[src/hdl/cdb_params.svh]
`ifndef CDB_PARAMS_SVH
`define CDB_PARAMS_SVH

// Address and data widths of the register port
`define CDB_ADDR_W 24
`define CDB_DATA_W 32

// Register byte addresses
`define CDB_OFF_PROC_ID 24'hff_ff84
`define CDB_OFF_RAM_BASE 24'hff_ff90
`define CDB_OFF_CTL 24'hff_ffa0
`define CDB_OFF_BAR1 24'hff_ffb4
`define CDB_OFF_BAR2 24'hff_ffb8
`define CDB_OFF_BAR3 24'hff_ffbc
`define CDB_OFF_BAR4 24'hff_ffd0
`define CDB_OFF_STATUS 24'hff_ffe0
`define CDB_OFF_MASK 24'hff_ffe4

// Field positions in the debug control byte
`define CDB_BIT_MODE 0
`define CDB_BIT_STEP 1
`define CDB_BIT_BE0 2
`define CDB_BIT_BE1 3
`define CDB_BIT_REQ 4
`define CDB_BIT_BE2 5
`define CDB_BIT_BE3 6
`define CDB_BIT_BE4 7

// Fixed and reset values
`define CDB_RAM_BASE 24'h00_07c0
`define CDB_BAR_RST 24'h00_0000
`define CDB_BAR_N 4

// Event bits in the interrupt status and mask registers
`define CDB_EV_BREAK 0
`define CDB_EV_STEP 1
`define CDB_EV_REQ 2
`define CDB_EV_N 3

`endif

[src/hdl/cdb_pkg.sv]
package cdb_pkg;

   // Register selected by the current bus address
   typedef enum logic [3:0] {
      CDB_SEL_NONE,
      CDB_SEL_ID,
      CDB_SEL_RAM,
      CDB_SEL_CTL,
      CDB_SEL_BAR1,
      CDB_SEL_BAR2,
      CDB_SEL_BAR3,
      CDB_SEL_BAR4,
      CDB_SEL_STAT,
      CDB_SEL_MASK
   } cdb_sel_t;

endpackage : cdb_pkg

[src/hdl/cdb_break_unit.sv]
`timescale 1ns/1ns
`default_nettype none
`include "cdb_params.svh"

module cdb_break_unit #(
   parameter int AW = 24
) (
   input wire logic clk_i,
   input wire logic rst_i,
   input wire logic wr_i,
   input wire logic [AW-1:0] wdata_i,
   input wire logic enable_i,
   input wire logic fetch_valid_i,
   input wire logic [AW-1:0] fetch_addr_i,
   output logic [AW-1:0] addr_o,
   output logic hit_o
);

   logic [AW-1:0] addr_q;

   // Break address storage, full range writable
   always_ff @(posedge clk_i or posedge rst_i) begin
      if (rst_i) begin
         addr_q <= AW'(`CDB_BAR_RST);
      end else if (wr_i) begin
         addr_q <= wdata_i;
      end
   end

   // Match of an enabled break against the fetch address
   assign addr_o = addr_q;
   assign hit_o = enable_i & fetch_valid_i & (fetch_addr_i == addr_q);

endmodule : cdb_break_unit
`default_nettype wire

[src/hdl/cdb_irq.sv]
`timescale 1ns/1ns
`default_nettype none

module cdb_irq #(
   parameter int N = 3
) (
   input wire logic clk_i,
   input wire logic rst_i,
   input wire logic [N-1:0] set_i,
   input wire logic wr_clr_i,
   input wire logic wr_mask_i,
   input wire logic [N-1:0] wdata_i,
   output logic [N-1:0] status_o,
   output logic [N-1:0] mask_o,
   output logic irq_o
);

   logic [N-1:0] status_q;
   logic [N-1:0] mask_q;
   logic [N-1:0] clr;

   // Write one to clear; a new event in the same cycle wins
   assign clr = wr_clr_i ? wdata_i : '0;

   always_ff @(posedge clk_i or posedge rst_i) begin
      if (rst_i) begin
         status_q <= '0;
      end else begin
         status_q <= (status_q & ~clr) | set_i;
      end
   end

   // Mask register, one enables the event onto the line
   always_ff @(posedge clk_i or posedge rst_i) begin
      if (rst_i) begin
         mask_q <= '0;
      end else if (wr_mask_i) begin
         mask_q <= wdata_i;
      end
   end

   assign status_o = status_q;
   assign mask_o = mask_q;
   assign irq_o = |(status_q & mask_q);

endmodule : cdb_irq
`default_nettype wire

[src/hdl/cdb_top.sv]
`timescale 1ns/1ns
`default_nettype none
`include "cdb_params.svh"

module cdb_top
   import cdb_pkg::*;
#(
   parameter logic [7:0] PROC_ID = 8'h5a // Arbitrary value
) (
   input wire logic clk_i,
   input wire logic rst_i,
   input wire logic psel_i,
   input wire logic penable_i,
   input wire logic pwrite_i,
   input wire logic [23:0] paddr_i,
   input wire logic [31:0] pwdata_i,
   output logic [31:0] prdata_o,
   output logic pready_o,
   output logic pslverr_o,
   input wire logic fetch_valid_i,
   input wire logic [23:0] fetch_addr_i,
   input wire logic [23:0] break_zero_addr_i,
   input wire logic step_done_i,
   input wire logic debug_req_i,
   input wire logic debug_exit_i,
   output logic debug_mode_o,
   output logic debug_entry_o,
   output logic single_step_enable_o,
   output logic [4:0] break_enable_o,
   output logic irq_o
);

   localparam int EVN = `CDB_EV_N;
   localparam int BN = `CDB_BAR_N;

   cdb_sel_t sel;
   logic setup;
   logic wr_en;
   logic ctl_wr;
   logic [BN-1:0] bar_wr;
   logic [BN-1:0] bar_hit;
   logic [23:0] bar_addr [BN];
   logic zero_hit;
   logic hit_any;
   logic step_ev;
   logic entry;
   logic [4:0] break_en_q;
   logic step_en_q;
   logic req_flag_q;
   logic dmode_q;
   logic entry_q;
   logic [7:0] ctl_byte;
   logic [EVN-1:0] ev_set;
   logic [EVN-1:0] status;
   logic [EVN-1:0] mask;
   logic [31:0] rdata_d;
   logic [31:0] rdata_q;
   logic err_d;
   logic err_q;

   // Address decode of the bus request
   always_comb begin
      case (paddr_i)
         `CDB_OFF_PROC_ID: sel = CDB_SEL_ID;
         `CDB_OFF_RAM_BASE: sel = CDB_SEL_RAM;
         `CDB_OFF_CTL: sel = CDB_SEL_CTL;
         `CDB_OFF_BAR1: sel = CDB_SEL_BAR1;
         `CDB_OFF_BAR2: sel = CDB_SEL_BAR2;
         `CDB_OFF_BAR3: sel = CDB_SEL_BAR3;
         `CDB_OFF_BAR4: sel = CDB_SEL_BAR4;
         `CDB_OFF_STATUS: sel = CDB_SEL_STAT;
         `CDB_OFF_MASK: sel = CDB_SEL_MASK;
         default: sel = CDB_SEL_NONE;
      endcase
   end

   // Bus phases; writes land at the end of the access phase
   assign setup = psel_i & ~penable_i;
   assign wr_en = psel_i & penable_i & pwrite_i;
   assign ctl_wr = wr_en & (sel == CDB_SEL_CTL);
   assign bar_wr[0] = wr_en & (sel == CDB_SEL_BAR1);
   assign bar_wr[1] = wr_en & (sel == CDB_SEL_BAR2);
   assign bar_wr[2] = wr_en & (sel == CDB_SEL_BAR3);
   assign bar_wr[3] = wr_en & (sel == CDB_SEL_BAR4);

   // Break enables, one per break, cleared at reset
   always_ff @(posedge clk_i or posedge rst_i) begin
      if (rst_i) begin
         break_en_q <= 5'h00;
      end else if (ctl_wr) begin
         break_en_q[0] <= pwdata_i[`CDB_BIT_BE0];
         break_en_q[1] <= pwdata_i[`CDB_BIT_BE1];
         break_en_q[2] <= pwdata_i[`CDB_BIT_BE2];
         break_en_q[3] <= pwdata_i[`CDB_BIT_BE3];
         break_en_q[4] <= pwdata_i[`CDB_BIT_BE4];
      end
   end

   // Single step enable
   always_ff @(posedge clk_i or posedge rst_i) begin
      if (rst_i) begin
         step_en_q <= 1'b0;
      end else if (ctl_wr) begin
         step_en_q <= pwdata_i[`CDB_BIT_STEP];
      end
   end

   // Debug request flag; a request in the clearing cycle wins
   always_ff @(posedge clk_i or posedge rst_i) begin
      if (rst_i) begin
         req_flag_q <= 1'b0;
      end else if (debug_req_i) begin
         req_flag_q <= 1'b1;
      end else if (ctl_wr && pwdata_i[`CDB_BIT_REQ]) begin
         req_flag_q <= 1'b0;
      end
   end

   // Break address registers with their comparators
   genvar g;
   generate
      for (g = 0; g < BN; g++) begin : g_bar
         cdb_break_unit #(
            .AW(24)
         ) u_bar (
            .clk_i(clk_i),
            .rst_i(rst_i),
            .wr_i(bar_wr[g]),
            .wdata_i(pwdata_i[23:0]),
            .enable_i(break_en_q[g+1]),
            .fetch_valid_i(fetch_valid_i),
            .fetch_addr_i(fetch_addr_i),
            .addr_o(bar_addr[g]),
            .hit_o(bar_hit[g])
         );
      end
   endgenerate

   // Break zero compares against an address held outside this block
   assign zero_hit = break_en_q[0] & fetch_valid_i & (fetch_addr_i == break_zero_addr_i);
   assign hit_any = ~dmode_q & (zero_hit | (|bar_hit));
   assign step_ev = ~dmode_q & step_en_q & step_done_i;
   assign entry = hit_any | step_ev | (~dmode_q & debug_req_i);

   // Debug mode indicator; software cannot write it, entry beats exit
   always_ff @(posedge clk_i or posedge rst_i) begin
      if (rst_i) begin
         dmode_q <= 1'b0;
      end else if (entry) begin
         dmode_q <= 1'b1;
      end else if (debug_exit_i) begin
         dmode_q <= 1'b0;
      end
   end

   // One-cycle pulse to the core on each entry
   always_ff @(posedge clk_i or posedge rst_i) begin
      if (rst_i) begin
         entry_q <= 1'b0;
      end else begin
         entry_q <= entry;
      end
   end

   // Events raise sticky interrupt status
   assign ev_set[`CDB_EV_BREAK] = hit_any;
   assign ev_set[`CDB_EV_STEP] = step_ev;
   assign ev_set[`CDB_EV_REQ] = debug_req_i;

   cdb_irq #(
      .N(EVN)
   ) u_irq (
      .clk_i(clk_i),
      .rst_i(rst_i),
      .set_i(ev_set),
      .wr_clr_i(wr_en & (sel == CDB_SEL_STAT)),
      .wr_mask_i(wr_en & (sel == CDB_SEL_MASK)),
      .wdata_i(pwdata_i[EVN-1:0]),
      .status_o(status),
      .mask_o(mask),
      .irq_o(irq_o)
   );

   // Debug control byte as software reads it
   always_comb begin
      ctl_byte = 8'h00;
      ctl_byte[`CDB_BIT_BE4] = break_en_q[4];
      ctl_byte[`CDB_BIT_BE3] = break_en_q[3];
      ctl_byte[`CDB_BIT_BE2] = break_en_q[2];
      ctl_byte[`CDB_BIT_REQ] = req_flag_q;
      ctl_byte[`CDB_BIT_BE1] = break_en_q[1];
      ctl_byte[`CDB_BIT_BE0] = break_en_q[0];
      ctl_byte[`CDB_BIT_STEP] = step_en_q;
      ctl_byte[`CDB_BIT_MODE] = dmode_q;
   end

   // Read data mux; unmapped addresses answer with an error
   always_comb begin
      rdata_d = 32'h0000_0000;
      err_d = 1'b0;
      case (sel)
         CDB_SEL_ID: rdata_d = {24'h00_0000, PROC_ID};
         CDB_SEL_RAM: rdata_d = {8'h00, `CDB_RAM_BASE};
         CDB_SEL_CTL: rdata_d = {24'h00_0000, ctl_byte};
         CDB_SEL_BAR1: rdata_d = {8'h00, bar_addr[0]};
         CDB_SEL_BAR2: rdata_d = {8'h00, bar_addr[1]};
         CDB_SEL_BAR3: rdata_d = {8'h00, bar_addr[2]};
         CDB_SEL_BAR4: rdata_d = {8'h00, bar_addr[3]};
         CDB_SEL_STAT: rdata_d = {{(32-EVN){1'b0}}, status};
         CDB_SEL_MASK: rdata_d = {{(32-EVN){1'b0}}, mask};
         default: err_d = 1'b1;
      endcase
   end

   // Answer captured in the setup cycle, shown in the access phase
   always_ff @(posedge clk_i or posedge rst_i) begin
      if (rst_i) begin
         rdata_q <= 32'h0000_0000;
         err_q <= 1'b0;
      end else if (setup) begin
         rdata_q <= pwrite_i ? 32'h0000_0000 : rdata_d;
         err_q <= err_d;
      end
   end

   assign prdata_o = rdata_q;
   assign pslverr_o = err_q & psel_i & penable_i;
   assign pready_o = 1'b1;
   assign debug_mode_o = dmode_q;
   assign debug_entry_o = entry_q;
   assign single_step_enable_o = step_en_q;
   assign break_enable_o = break_en_q;

   // Checks kept beside the logic
   a_break_en_write: assert property (@(posedge clk_i) disable iff (rst_i)
      ctl_wr |=> (ctl_byte[7:5] == $past(pwdata_i[7:5])) && (ctl_byte[3:2] == $past(pwdata_i[3:2])))
      else $error("break enables not taken from the write");

   a_req_flag_set: assert property (@(posedge clk_i) disable iff (rst_i)
      debug_req_i |=> req_flag_q)
      else $error("request flag not set by a request");

   a_req_flag_hold: assert property (@(posedge clk_i) disable iff (rst_i)
      (req_flag_q && !(ctl_wr && pwdata_i[`CDB_BIT_REQ])) |=> req_flag_q)
      else $error("request flag dropped without a clearing write");

   a_req_flag_clr: assert property (@(posedge clk_i) disable iff (rst_i)
      (ctl_wr && pwdata_i[`CDB_BIT_REQ] && !debug_req_i) |=> !req_flag_q)
      else $error("request flag not cleared by writing one");

   a_step_en_write: assert property (@(posedge clk_i) disable iff (rst_i)
      ctl_wr |=> single_step_enable_o == $past(pwdata_i[`CDB_BIT_STEP]))
      else $error("step enable does not follow the write");

   a_mode_read_only: assert property (@(posedge clk_i) disable iff (rst_i)
      (ctl_wr && !entry && !debug_exit_i) |=> $stable(debug_mode_o))
      else $error("debug mode changed by a register write");

   a_ram_base_read: assert property (@(posedge clk_i) disable iff (rst_i)
      (setup && !pwrite_i && sel == CDB_SEL_RAM) |=> prdata_o == 32'h0000_07c0)
      else $error("debug RAM base reads wrong");

   a_bar_roundtrip: assert property (@(posedge clk_i) disable iff (rst_i)
      bar_wr[0] |=> bar_addr[0] == $past(pwdata_i[23:0]))
      else $error("break address not stored");

   a_bar_top_zero: assert property (@(posedge clk_i) disable iff (rst_i)
      (setup && !pwrite_i && sel == CDB_SEL_BAR4) |=> prdata_o[31:24] == 8'h00)
      else $error("reserved break address byte not zero");

   a_id_read: assert property (@(posedge clk_i) disable iff (rst_i)
      (setup && !pwrite_i && sel == CDB_SEL_ID) |=> prdata_o == {24'h00_0000, PROC_ID})
      else $error("identity byte reads wrong");

   a_break_entry: assert property (@(posedge clk_i) disable iff (rst_i)
      (!debug_mode_o && fetch_valid_i && break_en_q[1] && fetch_addr_i == bar_addr[0])
      |=> debug_mode_o && debug_entry_o)
      else $error("break match did not enter debug mode");

   a_step_entry: assert property (@(posedge clk_i) disable iff (rst_i)
      (!debug_mode_o && step_en_q && step_done_i) |=> debug_mode_o ##1 !debug_entry_o)
      else $error("completed step did not enter debug mode once");

   a_irq_level: assert property (@(posedge clk_i) disable iff (rst_i)
      (!debug_mode_o && debug_req_i && mask[`CDB_EV_REQ]) |=> irq_o)
      else $error("unmasked request did not raise the interrupt");

   // Entry is a single-cycle pulse and unmapped accesses flag an error
   a_entry_one_cycle: assert property (@(posedge clk_i) disable iff (rst_i)
      debug_entry_o |=> !debug_entry_o)
      else $error("entry pulse lasted more than one cycle");

   a_err_unmapped: assert property (@(posedge clk_i) disable iff (rst_i)
      (setup && sel == CDB_SEL_NONE) ##1 (psel_i && penable_i) |-> pslverr_o)
      else $error("unmapped access gave no error");

endmodule : cdb_top
`default_nettype wire

[config.mk]
export PLATFORM = sky130hd
export DESIGN_NAME = cdb_top
export DESIGN_NICKNAME = d
export VERILOG_FILES = /design/src/hdl/cdb_pkg.sv /design/src/hdl/cdb_break_unit.sv /design/src/hdl/cdb_irq.sv /design/src/hdl/cdb_top.sv
export VERILOG_INCLUDE_DIRS = /design/src /design/src/hdl
export SDC_FILE = /design/constraint.sdc
export NUM_CORES = 1
export LEC_CHECK = 0
export ABC_CLOCK_PERIOD_IN_PS = 3350
export BUFFER_PORTS_ARGS = -buffer_cell sky130_fd_sc_hd__buf_2
export CORE_MARGIN = 2
export CORE_UTILIZATION = 45
export DETAILED_ROUTE_END_ITERATION = 10
export PLACE_DENSITY = 0.66
export RECOVER_POWER = 100
export SYNTH_ARGS = -nofsm -noshare
export SYNTH_HDL_FRONTEND = slang
export SYNTH_HIERARCHICAL = 1
export SYNTH_SLANG_ARGS = --single-unit
[constraint.sdc]
create_clock -name clk_i -period 3.35 [get_ports clk_i]
set_input_delay 0.1675 -clock clk_i [delete_from_list [all_inputs] [get_ports clk_i]]
set_output_delay 0.1675 -clock clk_i [all_outputs]
set_load 0.02 [all_outputs]
[Word level (Yosys, flattened, before mapping)]
Index checks and enable logic that the tools add are counted.
Widths: inputs -> output; s select.
Storage, ports and cells
  ROM bits: 0
  flip-flop bits (word level): 144
  bits in latches: 0
  memories kept: 0
  memory bits (writable): 0
  word-level logic and storage cells: 86
  bits of input ports: 113
Cells by class
  multipliers: 0
  div/mod/pow operators: 0
  $add $sub $neg: 0
  shifts and indexed selects: 0
  eq/ne operators: 23
  bitwise gates (word level): 35
  magnitude comparators: 0
  reduce and logical (&&, ||, !) cells: 6
  muxes and demuxes: 9
Operator list (number)
  $eq 24x24->1 const B: 9
  $pmux 24 s9: 1
  $eq 24x24->1: 5
  $pmux 4 s9: 1
  $mux 32: 1
  $and 1x1->1: 26
  $eq 4x3->1 const B: 4
  $reduce_or 9->1: 1
  $eq 4x2->1 const B: 2
  $eq 4x4->1 const B: 2
  $and 3x3->3: 2
  $mux 1: 5
  $eq 4x1->1 const B: 1
  $reduce_bool 2->1: 2
  $reduce_or 4->1: 1
  $mux 3: 1
  $not 3->3: 1
  $or 1x1->1: 3
  $or 3x3->3: 1
  $reduce_or 3->1: 1
  $not 1->1: 2
  $logic_and 1x1->1: 1

[Depth between registers and ports, before layout]
Gate-level depths: netlist of run 1.
  word-level depth: 8
  gate-level depth with buffers: 10
  mapped depth without buffers: 7

[Cells and area by module]
Netlist of run 1, hierarchy kept.
By module, submodules not included
  cdb_break_unit: times used 4, cells each 85, area an instance 1159.9 µm², seq. area each 600.6 µm²
  cdb_top: times used 1, cells each 309, area an instance 2879.0 µm², seq. area each 850.8 µm²
  cdb_irq: times used 1, cells each 18, area an instance 236.5 µm², seq. area each 150.1 µm²

[Worst setup path before layout of run 1]
OpenSTA, ideal clock, no wires.
  path kind: input to register
  start: input paddr_i[4]
  end: register g_bar[1].u_bar.addr_q[0]
  required time: 3.225 ns
  cell stages on the path: 10
  arrival: 2.422 ns
  slack: 0.803 ns
  setup time: 0.125 ns
  cells stage by stage: buf_2 or4b_1 o22ai_2 o21ai_1 buf_4 buf_1 nor3_1 buf_2 buf_2 mux2_2
On the way
  cells in the longest elaborated chain, start to end: 4
  elaborated cells between the ends (all ways): 12
  those cells by class: eq/ne (10); mux (1); bitwise (1)
Ends and longest elaborated chain
  start: declaration: RTL line cdb_top.sv:15  | input wire logic [23:0] paddr_i,
  $eq 24x24->1: RTL line cdb_top.sv:63  | case (paddr_i)
  $pmux 4 s9 (*): RTL line cdb_top.sv:63
  $eq 4x3->1 (*): RTL line cdb_top.sv:82  | assign bar_wr[1] = wr_en & (sel == CDB_SEL_BAR2);
  $and 1x1->1 (*): RTL line cdb_top.sv:82
  net bar_wr[1]: RTL line cdb_top.sv:40  | logic [BN-1:0] bar_wr;
  end signal: assignment: RTL line cdb_break_unit.sv:24  | addr_q <= AW'(`CDB_BAR_RST);
  end signal: assignment: RTL line cdb_break_unit.sv:26  | addr_q <= wdata_i;
  end: declaration: RTL line cdb_break_unit.sv:19  | logic [AW-1:0] addr_q;
The timed path passes the listed nets; every way through them passes the cells marked *.
A chain may end at the register's enable or synchronous reset.

[Worst setup path in the final report of run 1]
  start: input paddr_i[5]
  end: register g_bar[2].u_bar.addr_q[7]
On the way
  cells in the longest elaborated chain, start to end: 4
  elaborated cells between the ends (all ways): 12
  those cells by class: eq/ne (10); mux (1); bitwise (1)
Ends and longest elaborated chain
  $eq 24x24->1: RTL line cdb_top.sv:63
  $pmux 4 s9 (*): RTL line cdb_top.sv:63
  $eq 4x3->1 (*): RTL line cdb_top.sv:83  | assign bar_wr[2] = wr_en & (sel == CDB_SEL_BAR3);
  $and 1x1->1 (*): RTL line cdb_top.sv:83
  net bar_wr[2]: RTL line cdb_top.sv:40
  end signal: assignment: RTL line cdb_break_unit.sv:24
  end signal: assignment: RTL line cdb_break_unit.sv:26
  end: declaration: RTL line cdb_break_unit.sv:19
Marks and branches as above.

==> flow_results.org, run 1 <==
** Power
- Combinational group share of total power :: 8.3%
- Power spread over the standard cell area amounts to 434.0 nW/um^2.
- Flop pwr share :: 41.4%
- The internal power of the cells totals 3.036 mW.
- The analysis attributes to cell leakage a power of 4.568 nW.
- Clock share of power :: 50.3%
- IR analysis of the VDD net gives a maximum drop of 0.0004048 V.
- Tot Pwr :: 3.991 mW
- P_sw :: 0.9551 mW
- Net switching is 23.93% of the power.

** Clocking
- TritonCTS built the clock tree.
- Clock tree synthesis inserted a total of 17 buffers.
- Maximum root-to-sink buffer count :: 2
- The H-tree generated during clock tree synthesis spans 4 levels.
- Worst skew pair latency :: 430 ps
- For this design, the sink count on the clock tree is 136.
- After clock tree synthesis, the setup repair step added 0 buffers.
- The tree is rooted in a sky130_fd_sc_hd__clkbuf_16.
- Clock-pin slew was measured on the worst setup and hold paths at 60 ps.

** Placed design
- Final weighted congestion in routability-driven placement :: 0.8945
- After legalization and detailed placement, the total HPWL measured 17700 microns.
- Setup slack after placement :: 782.5 ps
- Number of input and output port buffers inserted :: 138
- Placed Instances :: 1013

** Timing
- Slew of the pin with the lowest slew margin :: 1870 ps
- The number of hold violations in the final report came to 0.
- The worst pin sits at a relative slew slack of -24.69%.
- RSZ-0062 raised after global routing :: no
- Layout Skew :: 5.191 ps
- In the finished design, the share of the clock period the worst path needs comes to 78.36%.
- The number of slew-limit violations in the final report was 78.
- Setup slack on the critical path of the routed design comes to 724.9 ps.
- Maximum operating frequency :: 380.9 MHz
- Number of setup violations in the final report :: 0
- For the final routed database, the setup TNS stands at 0 ps.
- Minimum period implied by the final worst setup slack :: 2625 ps

** Setup path
- At the worst endpoint, the required time is 3660 ps.
- Arr. time, crit path :: 2940 ps
- Worst Path Class, Setup :: primary input to flip-flop
- Crit start category :: primary input
- In this design, the stage delay of the slowest critical-path cell is 570 ps.
- Buf+Inv Stages, Crit Path :: 2
- Along the worst path, the maximum fanout reaches 13.
- Slowest stage cell, crit path :: sky130_fd_sc_hd__or4b_1
- The worst setup path is captured at a flip-flop.
- Cell chain of the critical path :: clkbuf_1, or4b_1, a21boi_0, nand3_1, nor3_1, clkbuf_2, mux2_2
- Family of cells with the greatest summed delay on the critical path :: simple AND/OR/NAND/NOR gates

** Global routing
- In the global route stage, overall resource usage came out at 28.16%.
- Largest net degree at the start of global routing :: 28
- Number of global-route vias before repair :: 6403
- The number of antenna violations at the first check in global routing came to 0.
- For this run the aggregate overflow at the end of global routing stands at 0.
- Global-route wire length before repair :: 37850 microns

** Floorplanning
- The die covers 18300 sq um.
- Horizontal extent of the die :: 135.3 microns
- The region available for standard cell placement spans 16700 sq um.
- Starting density of the core :: 46.43%
- In this run the vertical extent of the chip is 135.3 microns.
- # rows :: 47
- In this run the count of I/O pins placed on the die edge is 156.

** Flow run
- Number of max-cap violations :: 3

** Detailed routing
- Met2 wire length :: 11780 microns
- The first detailed-routing pass took 4 iterations.
- The routed layout has 6218 vias.
- Wire length per cell after detailed routing :: 23.73 microns
- Post-DRT Antenna Nets :: 0
- In the detailed route, the total length drawn on met3 is 1733 microns.
- After detailed routing, the number of remaining DRC violations is 0.
- For this block, the routed nets add up to 24820 microns of wire.
- For this block, wires on met1 add up to 10680 microns.
- Starting DRT DRC Count :: 419
- Using the TritonRoute via totals, the vias-per-cell ratio works out to 5.945.
- Routed signal wires occupy layers up through met4.

** Run status
- The flow ran to the end, but the final reports show violations.
- Failing checks :: max-capacitance violations, max-slew violations

** Synthesis
- Most instantiated flip-flop cell in the synthesis netlist :: sky130_fd_sc_hd__dfrtp_1
- Mean instance size in the synthesized netlist :: 11.63 sq um
- Asr flop ratio synth :: 100.0%
- Summed instance area of the synthesized netlist :: 7755 sq um
- Post-synthesis cell type count :: 61
- Counting flops with a built-in enable in the synthesized netlist gives 0.
- Mapped Cells :: 667
- Yosys reg bits :: 136
- Syn. warnings :: 6
- Of the synthesized area, sequential elements account for 43.89%.

** Layout
- Cells with a size suffix above 1 make up 31.72% of the layout.
- At the end of the flow, the number of nets in the layout was 926.
- Diodes inserted :: 0
- Fin cells :: 1046
- Area growth from synthesis to layout :: 18.59%

** Min path
- The tightest min-delay check is of the primary input to flip-flop type.
[path summary, 6_finish.rpt]
kind | start | endpoint | slack, ps | cells after the start
min in group asynchronous | rst_i | u_irq/status_o[2] | 300 | 3
worst min register to register | prdata_o[17] | prdata_o[17] | 500 | 2
worst max-delay path | paddr_i[5] | g_bar[2].u_bar/addr_o[7] | 720 | 7
max in group asynchronous | rst_i | prdata_o[18] | 900 | 4
worst max register to register | g_bar[1].u_bar/addr_o[23] | debug_entry_o | 1230 | 7
worst min-delay path | pwdata_i[14] | g_bar[3].u_bar/addr_o[14] | 10 | 2
[cells by family (layout without fill, tap and decap cells)]
kind of cell | count (synthesis) | after routing | synth area share [%]
mux | 145 | 145 | 20.75
flops | 136 | 136 | 43.89
buf+inv | 50 | 202 | 3.437
other cells | 2 | 9 | 0.09684
simple gates | 136 | 136 | 10.42
compound gates | 74 | 74 | 7.406
xor+xnor | 124 | 124 | 14.00
[cells in the mapped netlist (all sizes together), types with 3 or more instances]
master     n  area (sq um)
xnor2     52         455.4
a22oi      3         22.52
and3       5         31.28
a221oi     3         32.53
nor3      12         76.33
o221ai    13         113.9
inv       10         37.54
o211ai     3         22.52
o21ai     14         70.07
clkbuf     5         18.77
xor2      72         630.6
nand2b     3         18.77
dfrtp    136          3403
a2bb2oi   13         113.9
nand3      9         45.04
buf       35         210.2
nand2     29         108.9
a21oi      7         35.03
or3b       3         26.28
a21o       5         38.79
nand4     23         165.2
mux2i     37         370.4
and2       3         18.77
nor4      23         168.9
nor2      15         58.81
mux2     108          1239
[power by group through the flow]
stage / clock [mW] / combinational (mW) / sequential, mW
after floorplan: 0 / 0.154 / 1.68
after global placement: 0 / 0.330 / 1.68
after detailed placement: 0 / 0.333 / 1.68
after CTS: 2.03 / 0.337 / 1.65
after global routing: 2.10 / 0.357 / 1.65
final: 2.01 / 0.332 / 1.65
[sequential cells by signal, indices dropped and copies added (netlist names)]
register,count
g_bar.u_bar/addr_o,96
err_q,1
u_irq/status_o,3
break_enable_o,5
req_flag_q,1
u_irq/mask_o,3
prdata_o,24
debug_mode_o,1
debug_entry_o,1
single_step_enable_o,1
[worst reg2reg max path, delay by kind of cell (launching register included)]
family	cells	cell delay (ps)
xor+xnor	1	170
flops	1	400
simple gates	4	1140
compound gates	2	320
[cells in the final DEF, fill, tap and decap left out, types with 10 or more instances in the layout]
master / n
sky130_fd_sc_hd__buf_2: 101
sky130_fd_sc_hd__mux2_2: 100
sky130_fd_sc_hd__mux2i_1: 37
sky130_fd_sc_hd__o221ai_1: 13
sky130_fd_sc_hd__xor2_1: 72
sky130_fd_sc_hd__inv_1: 10
sky130_fd_sc_hd__o21ai_0: 12
sky130_fd_sc_hd__nor4_1: 20
sky130_fd_sc_hd__clkbuf_1: 44
sky130_fd_sc_hd__nor3_1: 11
sky130_fd_sc_hd__xnor2_1: 52
sky130_fd_sc_hd__dfrtp_1: 136
sky130_fd_sc_hd__nand4_1: 22
sky130_fd_sc_hd__a2bb2oi_1: 13
sky130_fd_sc_hd__clkbuf_16: 17
sky130_fd_sc_hd__nand2_1: 29
sky130_fd_sc_hd__buf_4: 12
sky130_fd_sc_hd__nor2_1: 15
[final cells by class]
| type | instances | area (sq um) |
|---|---|---|
| timing repair buffer | 160 | 780.7 |
| clock buffer | 19 | 452.9 |
| tap | 220 | 275.3 |
| clock inverter | 13 | 176.4 |
| sequential | 136 | 3403 |
| multi-input combinational | 488 | 4070 |
| inverter | 10 | 37.54 |
| fill | 1472 | 7505 |
[metrics by stage]
stage               instance area [sq um]  util [%]  hold WS (ps)
CTS                                  9339     55.92        0.8272
global route                         9196     55.06         17.42
detailed placement                   8700     52.09         149.3
global placement                     8700     52.09         133.5
floorplan                            7781         -        -41.54
finish                               9196     55.06         11.47
[repair_timing]
action                                 in CTS  in global routing
endpoints found under the hold margin      61                  0
hold buffers                                1                  0
setup endpoints to repair                   0                  0
resized for setup                           0                  0
[routing by layer]
layer / track usage (%) / vias to the layer above
met4: 10.88 / 0
met1: 38.19 / 3169
met5: 0 / -
met3: 5.312 / 45
met2: 44.92 / 293
li1: - / 2711
Power figures use the tool's default switching activity.
==> run 2, diff against run 1 <==
--- a/config.mk
+++ b/config.mk
@@ -6,12 +6,13 @@
 export SDC_FILE = /design/constraint.sdc
 export NUM_CORES = 1
 export LEC_CHECK = 0
-export ABC_CLOCK_PERIOD_IN_PS = 3350
+export ABC_AREA = 1
+export ABC_CLOCK_PERIOD_IN_PS = 2650
 export BUFFER_PORTS_ARGS = -buffer_cell sky130_fd_sc_hd__buf_2
 export CORE_MARGIN = 2
 export CORE_UTILIZATION = 45
 export DETAILED_ROUTE_END_ITERATION = 10
-export PLACE_DENSITY = 0.66
+export PLACE_DENSITY = 0.65
 export RECOVER_POWER = 100
 export SYNTH_ARGS = -nofsm -noshare
 export SYNTH_HDL_FRONTEND = slang
==> constraint.sdc (replaced) <==
create_clock -name clk_i -period 2.65 [get_ports clk_i]
set_input_delay 0.1325 -clock clk_i [delete_from_list [all_inputs] [get_ports clk_i]]
set_output_delay 0.1325 -clock clk_i [all_outputs]
set_load 0.02 [all_outputs]
==> run 2 against run 1 <==
The run now ends clean; critical path depth increased by 4; count of clock-buffer cells in the layout is 2 lower; clock power grew 22%; combinational power up 46%; power increased by 26%; non-clock buffer count increased by 16; register-to-register slack got worse by 410 ps; synthesized area rose by 14%; sequential power rose by 26%; die area is 14% higher; worst hold slack improved by 8.2 ps; global-route usage up 0.41 points; highest routed layer unchanged.
==> flow_results.org, run 2 <==
** Run status
- The flow ran to the end, and the final reports show no timing, DRC or antenna violations.

** Synthesis
- After Yosys synthesis, and, or, nand and nor cells account for 37.15% of the synthesized area.
- Summed instance area of the synthesized netlist :: 8861 sq um
- Synthesis inferred 136 register bits.
- Syn. warnings :: 6
- The synthesized netlist devotes 1.977% of its cell area to XOR and XNOR gates.
- The biggest area contributor in the post-synthesis netlist is sky130_fd_sc_hd__dfrtp_1.
- After synthesis, the largest family of logic cells by area is simple AND/OR/NAND/NOR gates.
- Compound-gate portion of the synthesized area :: 6.213%
- Portion of netlist area occupied by mux cells :: 2.796%
- In this run, synthesis inferred 0 flip-flops with an integrated enable.
- In the synthesized netlist, the number of instances is 1392.
- In the synthesized netlist the async set-or-reset flop fraction comes to 100.0%.
- Biggest area contributors in the synthesized netlist :: sky130_fd_sc_hd__dfrtp_1 38%, sky130_fd_sc_hd__nand2_1 25%, sky130_fd_sc_hd__inv_1 10%, sky130_fd_sc_hd__o21ai_0 5.2%, sky130_fd_sc_hd__nor2_1 4.6%
- Most instantiated flip-flop cell in the synthesis netlist :: sky130_fd_sc_hd__dfrtp_1
- Share of Yosys cell area claimed by the top area cell type :: 38.41%
- The netlist uses 32 different library cells.
- Counting instances in the post-synthesis netlist gives the leading cell types as 586 x sky130_fd_sc_hd__nand2_1, 244 x sky130_fd_sc_hd__inv_1, 136 x sky130_fd_sc_hd__dfrtp_1.
- Mean instance size in the synthesized netlist :: 6.366 sq um
- Sequential cell area fraction in the yosys report :: 38.41%
- Yosys instantiated no cell more often than sky130_fd_sc_hd__nand2_1.
- The synthesized netlist devotes 0% of its cell area to adder and majority cells.

** Detailed routing
- Avg Vias per Cell :: 4.851
- Wire length after detailed routing :: 28830 microns
- Before antenna repair, the detailed router went through 5 iterations.
- Starting DRT DRC Count :: 1019
- Count of vias placed by the detailed router :: 8862
- In the final routed layout, each cell accounts on average for 15.78 microns.
- The detail route stage leaves a number of antenna-violating nets equal to 0.
- In the routed design, unresolved DRC markers number 0.

** Setup path
- Buf+Inv Stages, Crit Path :: 2
- Worst Path Class, Setup :: primary input to flip-flop
- Worst Path Required :: 2960 ps
- The critical path starts at paddr_i[8].
- Critical R2R Capture :: u_irq/status_o[0]
- Of all nets on the critical path, the largest fanout is 22.
- R2R setup slack :: 820 ps
- Family of cells with the greatest summed delay on the critical path :: simple AND/OR/NAND/NOR gates
- Cell repeated most along the worst path :: sky130_fd_sc_hd__nand3_1
- The slowest stage of the critical path is the sky130_fd_sc_hd__clkbuf_2 cell.
- The critical path goes through buf_2, nand2_1, nor2_1, nand2_1, nor2_4, nand3_1, nand3_1, nand3_1, nor2_1, clkbuf_2, mux2_2.
- The critical path runs through a total of 11 cells.
- STA classifies the critical path startpoint as a primary input.
- Arr. time, crit path :: 2340 ps
- The critical path ends at g_bar[3].u_bar/addr_o[16].
- The largest single stage delay on the critical path is 460 ps.
- STA classifies the critical path endpoint as a flip-flop.
- Worst reg2reg path startpoint :: g_bar[3].u_bar/addr_o[1]
- Cell count of the worst reg-to-reg path :: 14

** Timing
- RSZ-0062 raised after global routing :: no
- Clock skew on the completed layout was measured at 9.462 ps.
- Max-slew violation count :: 0
- Maximum operating frequency :: 494.4 MHz
- Setup violations remaining at the end of the flow were counted as 0.
- The worst pin sits at a relative slew slack of 32.88%.
- Final hold violation count :: 0
- Minimum period implied by the final worst setup slack :: 2022 ps
- Setup total negative slack on the finished layout was measured at 0 ps.
- The final critical path takes up 76.32% of the cycle.
- Worst hold slack :: 19.68 ps
- Slew of the pin with the lowest slew margin :: 1007 ps

** Floorplanning
- Starting density of the core :: 45.68%
- The floorplan step set the die height to 144.3 microns.
- For this design the top-level I/O count stands at 156.
- The core region is 19400 sq um.
- # rows :: 51
- Die ar. :: 20830 sq um
- Horizontal extent of the die :: 144.3 microns

** Clocking
- The longest clock path from root to sink contains 2 buffers.
- The H-tree was split into 4 levels.
- For this design, the sink count on the clock tree is 136.
- For the worst-skew pair, the clock arrives at the later sink with an insertion delay of 430 ps.
- Post_cts resized :: 0
- The cell sitting at the root of the clock tree is a sky130_fd_sc_hd__clkbuf_16.
- Number of clock buffers inserted by TritonCTS :: 17
- Total setup buffers inserted after CTS :: 0
- TritonCTS built the clock tree.
- Clock input transition at the sequential cells of the worst setup and hold paths :: 60 ps
- Count of hold buffers inserted by post-cts repair :: 21

** Global routing
- Largest net degree at the start of global routing :: 45
- Number of global-route vias before repair :: 8083
- Antenna violations before repair :: 0
- After global routing the overflow that remains totals 0.
- The first global-routing pass estimated 44140 microns of wire.
- Global routing consumed, over all layers together, 28.58% of the routing resources.

** Flow run
- Across the run, the number of max-cap violations was 0.

** Placed design
- The congestion estimate from routability-driven global placement came to 0.8770.
- Number of input and output port buffers inserted :: 138
- Half-perimeter wire length after placement :: 20770 microns

** Layout
- Nets@finish :: 1662
- Number of flip-flops in the largest register :: 96
- Leaving out fill and tap cells, the most frequent cell in the layout is sky130_fd_sc_hd__nand2_1.
- Fraction of layout instances using a drive strength above 1 :: 11.92%
- Leading cell types in the layout, fill and taps excluded :: 589 x sky130_fd_sc_hd__nand2_1, 245 x sky130_fd_sc_hd__inv_1, 136 x sky130_fd_sc_hd__dfrtp_1
- Counting the fill cells in the layout gives 2065.
- Area growth from synthesis to layout :: 19.26%

** Power
- VDD IR max :: 0.0004808 V
- Power per standard cell area :: 476.0 nW/um^2
- Static power due to leakage :: 6.048 nW

** Min path
- Hold WC Path Type :: primary input to flip-flop
## run 2: cell count changes after synthesis, moves of 8 or more
cell / change
sky130_fd_sc_hd__a2bb2oi_1: -13
sky130_fd_sc_hd__clkbuf_1: +9
sky130_fd_sc_hd__inv_1: +234
sky130_fd_sc_hd__mux2_2: -84
sky130_fd_sc_hd__mux2i_1: -37
sky130_fd_sc_hd__nand2_1: +557
sky130_fd_sc_hd__nand3_1: +64
sky130_fd_sc_hd__nor2_1: +94
sky130_fd_sc_hd__nor4_1: -18
sky130_fd_sc_hd__o21ai_0: +80
sky130_fd_sc_hd__o221ai_1: -13
sky130_fd_sc_hd__or2_2: +8
sky130_fd_sc_hd__xnor2_1: -38
sky130_fd_sc_hd__xor2_1: -66
## run 2: area by class of cell
class                   count  area (sq um)  share of cell area [%]
diodes                      1         2.502                 0.02368
clock buffers              17         425.4                   4.026
clock inverters            14         172.7                   1.634
inverters                 247         927.1                   8.773
multi-input cells         971          4289                   40.59
flip-flops and latches    136          3403                   32.20
well taps                 265         331.6                   3.138
repair buffers            176          1016                   9.614
## run 2: stage by stage
step,std cells,utilization (%),setup WS (ps),instance area (sq um),power [mW]
2_1_floorplan,1399,-,951.5,8887,2.356
3_3_place_gp,1774,50.74,543.1,9842,2.580
3_5_place_dp,1774,50.74,494.1,9842,2.585
4_1_cts,1826,54.90,887.8,10650,5.055
5_1_grt,1826,54.46,417.4,10570,5.200
6_report,1827,54.48,627.5,10570,5.030
## run 2: worst min-delay path by stage
stage	cells past startpoint	startpoint	slack, ps	endpoint
finish	3	pwdata_i[19]	20	g_bar[3].u_bar/addr_o[19]
global route	3	pwdata_i[19]	10	g_bar[0].u_bar/addr_o[19]
CTS	3	pwdata_i[19]	4	g_bar[3].u_bar/addr_o[19]
detailed placement	2	rst_i	130	u_irq/status_o[1]
global placement	2	rst_i	120	u_irq/mask_o[0]
floorplan	1	rst_i	-80	u_irq/mask_o[0]
## run 2: logic make-up after synthesis
logic type | Yosys count
AO/OA/AOI/OAI | 106
XOR/XNOR | 20
buffers and inverters | 292
flip-flops | 136
multiplexers | 22
other | 2
AND/OR/NAND/NOR | 814
## run 2: routing by layer
layer | track usage (%) | vias up | wire [microns]
met5 | 0 | - | 0
met1 | 41.04 | 3976 | 13230
li1 | - | 4473 | -
met3 | 5.000 | 47 | 2142
met2 | 44.15 | 366 | 12810
met4 | 8.585 | 0 | 653
## run 2: worst reg2reg max path, stage by stage (launching register included)
cell and delay [ps]:
sky130_fd_sc_hd__dfrtp_1 440, sky130_fd_sc_hd__inv_1 130, sky130_fd_sc_hd__nand2_1 80, sky130_fd_sc_hd__nand2_1 80, sky130_fd_sc_hd__nor2_1 40, sky130_fd_sc_hd__nand2_1 90
sky130_fd_sc_hd__nor2_1 80, sky130_fd_sc_hd__nand2_1 80, sky130_fd_sc_hd__nor2_1 40, sky130_fd_sc_hd__nor4_1 230, sky130_fd_sc_hd__nand2_1 170, sky130_fd_sc_hd__nand2_1 130
sky130_fd_sc_hd__inv_1 40, sky130_fd_sc_hd__inv_1 40, sky130_fd_sc_hd__nand2_1 40
## run 2: power breakdown
group / switching [mW] / total [mW] / internal, mW
Sequential: 0.00217 / 2.08 / 2.08
Combinational: 0.323 / 0.486 / 0.164
Clock: 0.981 / 2.46 / 1.48
